==> src/hdl/crsc_consts.svh <==
// Purpose: Shared constants of the clock, reset and strap controller
// Assumes: clk_in is the 50 MHz oscillator clock
// Notes: What follows lists the block's behaviour
`ifndef CRSC_CONSTS_SVH
`define CRSC_CONSTS_SVH

`define CRSC_CLK_MHZ 50
`define CRSC_RESET_VECTOR 24'h000000
`define CRSC_RST_HOLD 4'h8
`define CRSC_PLL_LOCK_US 100
`define CRSC_PLL_LOCK_CYC (`CRSC_PLL_LOCK_US * `CRSC_CLK_MHZ)
`define CRSC_TB_DIV 256
`define CRSC_WDT_BITS 8
`define CRSC_MULT_LOW_FREQ 3'h4
`define CRSC_MULT_HIGH_FREQ 3'h2

// Bit positions inside the synchronised pin vector
`define CRSC_PIN_RST 0
`define CRSC_PIN_BUS 1
`define CRSC_PIN_ROM 2
`define CRSC_PIN_DBG 3
`define CRSC_PIN_LOOP 4
`define CRSC_PIN_FREQ 5
`define CRSC_PIN_COUNT 6
`define CRSC_PIN_RESET_VAL 6'h00

`endif

==> src/hdl/crsc_pkg.sv <==
// Purpose: Types of the clock, reset and strap controller
// Assumes: Nothing beyond the constants header
// Notes: One-hot state codes are written out
`default_nettype none
package crsc_pkg;

  typedef enum logic [3:0] {
    ST_RESET = 4'h1,
    ST_LOCK = 4'h2,
    ST_RUN = 4'h4,
    ST_HALT = 4'h8
  } crsc_state_t;

  typedef enum logic [1:0] {
    DIV_1 = 2'h0,
    DIV_2 = 2'h1,
    DIV_4 = 2'h2
  } crsc_div_t;

endpackage : crsc_pkg
`default_nettype wire

==> src/hdl/crsc_sync.sv <==
// Purpose: Three-stage pin synchroniser with agreement filter
// Assumes: Pins are asynchronous to clk_in
// Notes: Output moves only when stages two and three agree
`default_nettype none
module crsc_sync #(
  parameter int WIDTH = 6,
  parameter logic [WIDTH-1:0] RESET_VAL = '0
) (
  // Clock and reset
  input wire logic clk_in,
  input wire logic rst_in,
  // Pins and filtered result
  input wire logic [WIDTH-1:0] pin_in,
  output logic [WIDTH-1:0] sync_out
);

  logic [WIDTH-1:0] s1;
  logic [WIDTH-1:0] s2;
  logic [WIDTH-1:0] s3;
  logic [WIDTH-1:0] next_sync;

  genvar i;
  generate
    for (i = 0; i < WIDTH; i++) begin : g_bit
      always_comb begin
        next_sync[i] = sync_out[i];
        if (s2[i] == s3[i]) begin
          next_sync[i] = s3[i];
        end
      end
    end
  endgenerate

  always_ff @(posedge clk_in) begin
    if (rst_in) begin
      s1 <= RESET_VAL;
      s2 <= RESET_VAL;
      s3 <= RESET_VAL;
      sync_out <= RESET_VAL;
    end else begin
      s1 <= pin_in;
      s2 <= s1;
      s3 <= s2;
      sync_out <= next_sync;
    end
  end

endmodule : crsc_sync
`default_nettype wire

==> src/hdl/crsc_wdog.sv <==
// Purpose: Time base divider and watchdog counter
// Assumes: rst_in is also raised during every system reset
// Notes: Watchdog counts only while run_in is high
`include "crsc_consts.svh"
`default_nettype none
module crsc_wdog #(
  parameter int TB_DIV = `CRSC_TB_DIV,
  parameter int WDT_BITS = `CRSC_WDT_BITS
) (
  // Clock and reset
  input wire logic clk_in,
  input wire logic rst_in,
  // Control
  input wire logic run_in,
  input wire logic enable_in,
  input wire logic clear_in,
  // Results
  output logic tb_tick_out,
  output logic overflow_out
);

  localparam int TBW = $clog2(TB_DIV);

  logic [TBW-1:0] tb_cnt;
  logic [TBW-1:0] next_tb_cnt;
  logic next_tick;
  logic [WDT_BITS-1:0] wd_cnt;
  logic [WDT_BITS-1:0] next_wd_cnt;
  logic next_overflow;

  always_comb begin
    next_tick = 1'b0;
    next_tb_cnt = tb_cnt + 1'b1;
    if (tb_cnt == TBW'(TB_DIV - 1)) begin
      next_tb_cnt = '0;
      next_tick = 1'b1;
    end
    next_wd_cnt = wd_cnt;
    next_overflow = 1'b0;
    if (clear_in || !enable_in) begin
      next_wd_cnt = '0;
    end else if (run_in && tb_tick_out) begin
      next_wd_cnt = wd_cnt + 1'b1;
      if (&wd_cnt) begin
        next_overflow = 1'b1;
      end
    end
  end

  always_ff @(posedge clk_in) begin
    if (rst_in) begin
      tb_cnt <= '0;
      tb_tick_out <= 1'b0;
      wd_cnt <= '0;
      overflow_out <= 1'b0;
    end else begin
      tb_cnt <= next_tb_cnt;
      tb_tick_out <= next_tick;
      wd_cnt <= next_wd_cnt;
      overflow_out <= next_overflow;
    end
  end
endmodule : crsc_wdog
`default_nettype wire

==> src/hdl/crsc_top.sv <==
// Purpose: System reset, strap capture and clock control
// Assumes: Reset pin and straps are asynchronous board pins
// Notes: Loop lock and clock gating are modelled as counts and enables
`include "crsc_consts.svh"
`default_nettype none
module crsc_top #(
  parameter int unsigned LOCK_CYCLES = `CRSC_PLL_LOCK_CYC,
  parameter int TB_DIV = `CRSC_TB_DIV,
  parameter int WDT_BITS = `CRSC_WDT_BITS
) (
  // Clock and power-on reset
  input wire logic clk_in,
  input wire logic rst_in,
  // Board pins
  input wire logic system_reset_in_n,
  input wire logic boot_bus_width_strap_in,
  input wire logic internal_rom_enable_strap_in,
  input wire logic debug_select_strap_in,
  input wire logic loop_enable_strap_in,
  input wire logic base_freq_range_strap_in,
  // Core control, same clock
  input wire logic [1:0] clock_divider_select_in,
  input wire logic halt_request_in,
  input wire logic wake_event_in,
  input wire logic watchdog_enable_in,
  input wire logic watchdog_clear_in,
  // Reset and restart
  output logic system_reset_out,
  output logic fetch_start_out,
  output logic [23:0] fetch_address_out,
  output logic watchdog_reset_cause_out,
  // Latched strap results
  output logic bus_width_16_out,
  output logic internal_rom_enable_out,
  output logic [7:0] port_eight_pins_debug_out,
  output logic loop_enable_out,
  output logic [2:0] loop_multiplier_out,
  // Clocks and standby
  output logic system_clock_out,
  output logic cpu_clock_enable_out,
  output logic halted_out,
  output logic time_base_tick_out
);

  logic [`CRSC_PIN_COUNT-1:0] pins;
  logic [`CRSC_PIN_COUNT-1:0] pin_s;
  logic pin_rst_n;
  logic tb_tick;
  logic wd_overflow;
  logic wd_rst;

  crsc_pkg::crsc_state_t state;
  crsc_pkg::crsc_state_t next_state;
  logic [3:0] rst_cnt;
  logic [3:0] next_rst_cnt;
  logic [15:0] lock_cnt;
  logic [15:0] next_lock_cnt;
  logic next_fetch_start;
  logic next_cause;
  logic next_bus16;
  logic next_rom;
  logic next_dbg;
  logic next_loop;
  logic [2:0] next_mult;

  crsc_pkg::crsc_div_t div_sel;
  crsc_pkg::crsc_div_t next_div_sel;
  logic [1:0] div_cnt;
  logic [1:0] next_div_cnt;
  logic op_tick;
  logic next_clk_out;

  assign pins[`CRSC_PIN_RST] = system_reset_in_n;
  assign pins[`CRSC_PIN_BUS] = boot_bus_width_strap_in;
  assign pins[`CRSC_PIN_ROM] = internal_rom_enable_strap_in;
  assign pins[`CRSC_PIN_DBG] = debug_select_strap_in;
  assign pins[`CRSC_PIN_LOOP] = loop_enable_strap_in;
  assign pins[`CRSC_PIN_FREQ] = base_freq_range_strap_in;
  assign pin_rst_n = pin_s[`CRSC_PIN_RST];

  crsc_sync #(
    .WIDTH(`CRSC_PIN_COUNT),
    .RESET_VAL(`CRSC_PIN_RESET_VAL)
  ) u_sync (
    .clk_in(clk_in),
    .rst_in(rst_in),
    .pin_in(pins),
    .sync_out(pin_s)
  );

  // Time base and watchdog restart together with the system
  assign wd_rst = rst_in || (state == crsc_pkg::ST_RESET);

  crsc_wdog #(
    .TB_DIV(TB_DIV),
    .WDT_BITS(WDT_BITS)
  ) u_wdog (
    .clk_in(clk_in),
    .rst_in(wd_rst),
    .run_in(state == crsc_pkg::ST_RUN),
    .enable_in(watchdog_enable_in),
    .clear_in(watchdog_clear_in),
    .tb_tick_out(tb_tick),
    .overflow_out(wd_overflow)
  );

  // Reset, lock and standby sequencing
  always_comb begin
    next_state = state;
    next_rst_cnt = rst_cnt;
    next_lock_cnt = lock_cnt;
    next_fetch_start = 1'b0;
    next_cause = watchdog_reset_cause_out;
    case (state)
      crsc_pkg::ST_RESET: begin
        if (rst_cnt != 4'h0) begin
          next_rst_cnt = rst_cnt - 4'h1;
        end else if (pin_rst_n) begin
          next_state = crsc_pkg::ST_LOCK;
          next_lock_cnt = 16'h0000;
        end
      end
      crsc_pkg::ST_LOCK: begin
        // Bypass needs no settling time
        if (!loop_enable_out ||
            lock_cnt == 16'(LOCK_CYCLES - 1)) begin
          next_state = crsc_pkg::ST_RUN;
          next_fetch_start = 1'b1;
        end else begin
          next_lock_cnt = lock_cnt + 16'h0001;
        end
      end
      crsc_pkg::ST_RUN: begin
        if (halt_request_in) begin
          next_state = crsc_pkg::ST_HALT;
        end
      end
      crsc_pkg::ST_HALT: begin
        if (wake_event_in) begin
          next_state = crsc_pkg::ST_RUN;
        end
      end
      default: begin
        next_state = crsc_pkg::ST_RESET;
      end
    endcase
    // Reset sources override every state
    if (!pin_rst_n) begin
      next_state = crsc_pkg::ST_RESET;
      next_rst_cnt = `CRSC_RST_HOLD;
      next_fetch_start = 1'b0;
      next_cause = 1'b0;
    end else if (wd_overflow) begin
      next_state = crsc_pkg::ST_RESET;
      next_rst_cnt = `CRSC_RST_HOLD;
      next_fetch_start = 1'b0;
      next_cause = 1'b1;
    end
  end

  // Straps follow the pins in reset, hold otherwise
  always_comb begin
    next_bus16 = bus_width_16_out;
    next_rom = internal_rom_enable_out;
    next_dbg = port_eight_pins_debug_out[0];
    next_loop = loop_enable_out;
    next_mult = loop_multiplier_out;
    if (state == crsc_pkg::ST_RESET) begin
      next_bus16 = pin_s[`CRSC_PIN_BUS];
      next_rom = pin_s[`CRSC_PIN_ROM];
      next_dbg = pin_s[`CRSC_PIN_DBG];
      next_loop = pin_s[`CRSC_PIN_LOOP];
      next_mult = pin_s[`CRSC_PIN_FREQ] ? `CRSC_MULT_LOW_FREQ
                                       : `CRSC_MULT_HIGH_FREQ;
    end
  end

  // Operating clock divider, ratio changes on a period boundary
  always_comb begin
    next_div_cnt = div_cnt + 2'h1;
    next_div_sel = div_sel;
    if (div_cnt == 2'h3) begin
      case (clock_divider_select_in)
        2'h0: next_div_sel = crsc_pkg::DIV_1;
        2'h1: next_div_sel = crsc_pkg::DIV_2;
        default: next_div_sel = crsc_pkg::DIV_4;
      endcase
    end
    case (div_sel)
      crsc_pkg::DIV_1: op_tick = 1'b1;
      crsc_pkg::DIV_2: op_tick = div_cnt[0];
      default: op_tick = (div_cnt == 2'h3);
    endcase
    next_clk_out = op_tick ? !system_clock_out : system_clock_out;
  end

  always_ff @(posedge clk_in) begin
    if (rst_in) begin
      state <= crsc_pkg::ST_RESET;
      rst_cnt <= `CRSC_RST_HOLD;
      lock_cnt <= 16'h0000;
      fetch_start_out <= 1'b0;
      fetch_address_out <= `CRSC_RESET_VECTOR;
      watchdog_reset_cause_out <= 1'b0;
      system_reset_out <= 1'b1;
      cpu_clock_enable_out <= 1'b0;
      halted_out <= 1'b0;
      time_base_tick_out <= 1'b0;
      bus_width_16_out <= 1'b0;
      internal_rom_enable_out <= 1'b0;
      port_eight_pins_debug_out <= 8'h00;
      loop_enable_out <= 1'b0;
      loop_multiplier_out <= `CRSC_MULT_HIGH_FREQ;
      div_sel <= crsc_pkg::DIV_1;
      div_cnt <= 2'h0;
      system_clock_out <= 1'b0;
    end else begin
      state <= next_state;
      rst_cnt <= next_rst_cnt;
      lock_cnt <= next_lock_cnt;
      fetch_start_out <= next_fetch_start;
      fetch_address_out <= `CRSC_RESET_VECTOR;
      watchdog_reset_cause_out <= next_cause;
      system_reset_out <= (next_state == crsc_pkg::ST_RESET) ||
                          (next_state == crsc_pkg::ST_LOCK);
      cpu_clock_enable_out <= (next_state == crsc_pkg::ST_RUN);
      halted_out <= (next_state == crsc_pkg::ST_HALT);
      time_base_tick_out <= tb_tick;
      bus_width_16_out <= next_bus16;
      internal_rom_enable_out <= next_rom;
      port_eight_pins_debug_out <= {8{next_dbg}};
      loop_enable_out <= next_loop;
      loop_multiplier_out <= next_mult;
      div_sel <= next_div_sel;
      div_cnt <= next_div_cnt;
      system_clock_out <= next_clk_out;
    end
  end
endmodule : crsc_top
`default_nettype wire

==> config.mk <==
export PLATFORM = sky130hd
export DESIGN_NAME = crsc_top
export DESIGN_NICKNAME = d
export VERILOG_FILES = /design/src/hdl/crsc_pkg.sv /design/src/hdl/crsc_sync.sv /design/src/hdl/crsc_wdog.sv /design/src/hdl/crsc_top.sv
export VERILOG_INCLUDE_DIRS = /design/src /design/src/hdl
export SDC_FILE = /design/constraint.sdc
export NUM_CORES = 1
export LEC_CHECK = 0
export BUFFER_PORTS_ARGS = -buffer_cell sky130_fd_sc_hd__clkbuf_2
export CAP_MARGIN = 25
export CORE_UTILIZATION = 45
export DETAILED_ROUTE_END_ITERATION = 8
export GPL_TIMING_DRIVEN = 0
export PLACE_DENSITY = 0.66
export SLEW_MARGIN = 25
export SYNTH_ARGS = -nofsm -noshare
export SYNTH_HDL_FRONTEND = slang
export SYNTH_SLANG_ARGS = --single-unit
==> constraint.sdc <==
create_clock -name clk_in -period 3.45 [get_ports clk_in]
set_input_delay 0.1725 -clock clk_in [delete_from_list [all_inputs] [get_ports clk_in]]
set_output_delay 0.1725 -clock clk_in [all_outputs]
set_load 0.03 [all_outputs]
==> flow_summary.json <==
{
  "slew_headroom": 0.500,
  "die_width_um": 90.0,
  "grt_pass1_wl_um": 10400,
  "post_dp_cell_area_mm2": 0.00386,
  "period_share": 0.591,
  "startpoint": "state[1]",
  "drive_gt1_frac": 0.214,
  "detail-route-antenna-nets": 0,
  "cts.sinks": 83,
  "fill_cells": 690,
  "synth_warnings": 0,
  "total_leakage_power_nw": 1.62,
  "p_per_area_mw_per_mm2": 422,
  "clk_pin_slew_ps": 80,
  "max_cap_violations": 0,
  "synth_cells": 377,
  "end_kind": "flip-flop",
  "finalMaxSlewViolations": 0,
  "multi_input_area_mm2": 0.00158,
  "crit_type": "reg2reg",
  "r2r_start": "state[1]",
  "clock_latency_ps": 350,
  "crit_arrival_ps": 2270,
  "antenna_found_initial": 0,
  "grt_start_max_net_pins": 15,
  "firstDrtPassIters": 4,
  "cts_tree": "built",
  "yosys_register_bits": 83,
  "avgViaCountPerCell": 4.74,
  "core_area_mm2": 0.00737,
  "setup_viol": 0,
  "rows": 31,
  "skew_ps": 6.89,
  "whs_ps": 22.0,
  "rsz0062_at_grt": "no",
  "clockBufferDepth": 2,
  "grtUsageTotal": 0.157,
  "total_power_mw": 1.70,
  "ir_worst_vdd_v": 0.000276,
  "critPathMaxFanout": 10,
  "stdcell_area_mm2": 0.00403,
  "wl_per_cell_um": 10.9,
  "drt_iter0_drc": 121,
  "numCtsBuffers": 9,
  "postCtsHoldBufs": 0,
  "crit_end": "lock_cnt[10]",
  "port_buffers": 32,
  "hp-class": "in2reg",
  "drt-total-wl_um": 5980,
  "drc": 0,
  "vias": 2594,
  "worstMarginPinSlew_ps": 748,
  "hold_viol": 0,
  "critPathLaunchType": "flip-flop",
  "status": "complete, no violations",
  "synth.cell_area_mm2": 0.00348,
  "cts_max_level": 3,
  "cts_setup_buffers": 0,
  "dieArea_mm2": 0.00810,
  "grt_pass1_vias": 2416,
  "syn_avg_cell_area_um2": 9.24,
  "regArea_mm2": 0.00166,
  "reg2regPathDepth": 6,
  "r2r_slack_ps": 1410,
  "place_hpwl_um": 4260,
  "root_buffer": "clkbuf_8",
  "gp_congestion": 0.750,
  "cts-resized-gates": 0,
  "synth_cell_types": 43,
  "die_y_um": 90.0,
  "antenna_cells": 0,
  "r2r-end": "lock_cnt[10]",
  "setup_tns_ps": 0,
  "final_cells": 547,
  "pin_count": 59,
  "syn_to_final_growth_pct": 15.8,
  "ys_seq_area_frac": 0.477,
  "nets": 463,
  "post-place-ws_ps": 1450,
  "required_ps": 3680,
  "overflow": 0,
  "timing.final.crit_period_ps": 2040,
  "postLayoutCoreUtil": 0.547,
  "floorplan.initialDensity": 0.473,
  "numPlacedInstances": 532,
  "finalWorstSetupSlack_ps": 1410,
  "fmax_mhz": 490
}
## per-layer routing
layer  wire length [um]  vias to the layer above  track usage
met5                  0                        -            0
met4                 54                        0       0.0376
met3                221                        6       0.0567
met2               2860                       37        0.271
met1               2850                     1193        0.186
li1                   -                     1358            -
## cell usage in the layout, fill, tap and decap left out, types with 9 or more instances in the layout
cell,count
nand2_1,28
conb_1,25
clkbuf_2,32
buf_4,32
clkbuf_1,9
nand3_1,10
o21ai_0,16
xor2_1,14
a21oi_1,23
xnor2_1,12
clkbuf_8,10
dfxtp_1,83
nand4_1,11
nor2_1,40
nor2b_1,23
## cell usage after synthesis, drive strengths merged
master,n,area [um^2]
nor2b,23,144
nor4bb,1,10.0
ha,5,62.6
or4b,3,30.0
dfxtp,83,1660
nor4,6,37.5
o211ai,1,7.51
nand2b,6,37.5
buf,38,283
nor4b,7,88.8
or2,2,12.5
nor3b,5,37.5
nand3,10,50.1
clkbuf,9,33.8
o21ai,16,80.1
nand3b,3,22.5
or3b,1,8.76
nor2,40,150
or3,3,18.8
a31o,1,8.76
a32o,1,11.3
or4,1,11.3
nand4,11,68.8
a21oi,23,115
and4,2,17.5
xnor2,12,105
a211oi,1,7.51
conb,1,3.75
xor2,14,123
a211o,1,8.76
inv,5,18.8
o2111ai,2,17.5
a31oi,1,6.26
a32oi,1,16.3
nand2,28,105
and3,6,37.5
nor3,3,15.0
mux2i,1,10.0
## how the worst min path moves through the flow
| stage | startpoint | end | depth (start not counted) |
|---|---|---|---|
| 2_1_floorplan | system_reset_in_n | u_sync.s1[0] | 1 |
| 3_3_place_gp | loop_enable_strap_in | u_sync.s1[4] | 2 |
| 3_5_place_dp | boot_bus_width_strap_in | u_sync.s1[1] | 2 |
| 4_1_cts | system_reset_in_n | u_sync.s1[0] | 2 |
| 5_1_grt | system_reset_in_n | u_sync.s1[0] | 2 |
| 6_report | loop_enable_strap_in | u_sync.s1[4] | 2 |
## registers in the layout, indices dropped and copies added (netlist names), 2 cells and up
name	count
lock_cnt	16
u_wdog.tb_cnt	8
u_wdog.wd_cnt	8
u_sync.s1	6
u_sync.s2	6
u_sync.s3	6
u_sync.sync_out	6
rst_cnt	4
state	4
div_cnt	2
div_sel	2
loop_multiplier_out	2
## critical path, cell delays in order, from the launching register on
cell and delay (ps):
dfxtp_1 310, buf_6 130, nor4b_4 500, a32oi_2 320
nor4b_1 440, xnor2_1 170, nor2_1 50
## cell families after synthesis
family / count (synthesis) / share of synthesized area
AND/OR/NAND/NOR: 161 / 0.259
AO/OA/AOI/OAI: 48 / 0.0801
multiplexers: 1 / 0.00287
flip-flops: 83 / 0.477
adder cells (fa/ha/maj): 5 / 0.0180
other: 1 / 0.00108
XOR/XNOR: 26 / 0.0654
buffers and inverters: 52 / 0.0963
## where the power goes
part           internal [mW]  switching, mW  leakage [nW]
Combinational         0.0372         0.0623         0.870
Clock                  0.279          0.350        0.0770
Sequential             0.970        0.00519         0.673
Total                   1.29          0.417          1.62
## final cells by class
type,instances,area share
buffer,47,0.0785
clock buffer,10,0.0341
clock inverter,5,0.00962
inverter,5,0.00465
multi-input combinational,266,0.391
sequential,83,0.412
tap,99,0.0307
timing repair buffer,32,0.0397
Note: power is estimated with default switching activity, not from simulation.
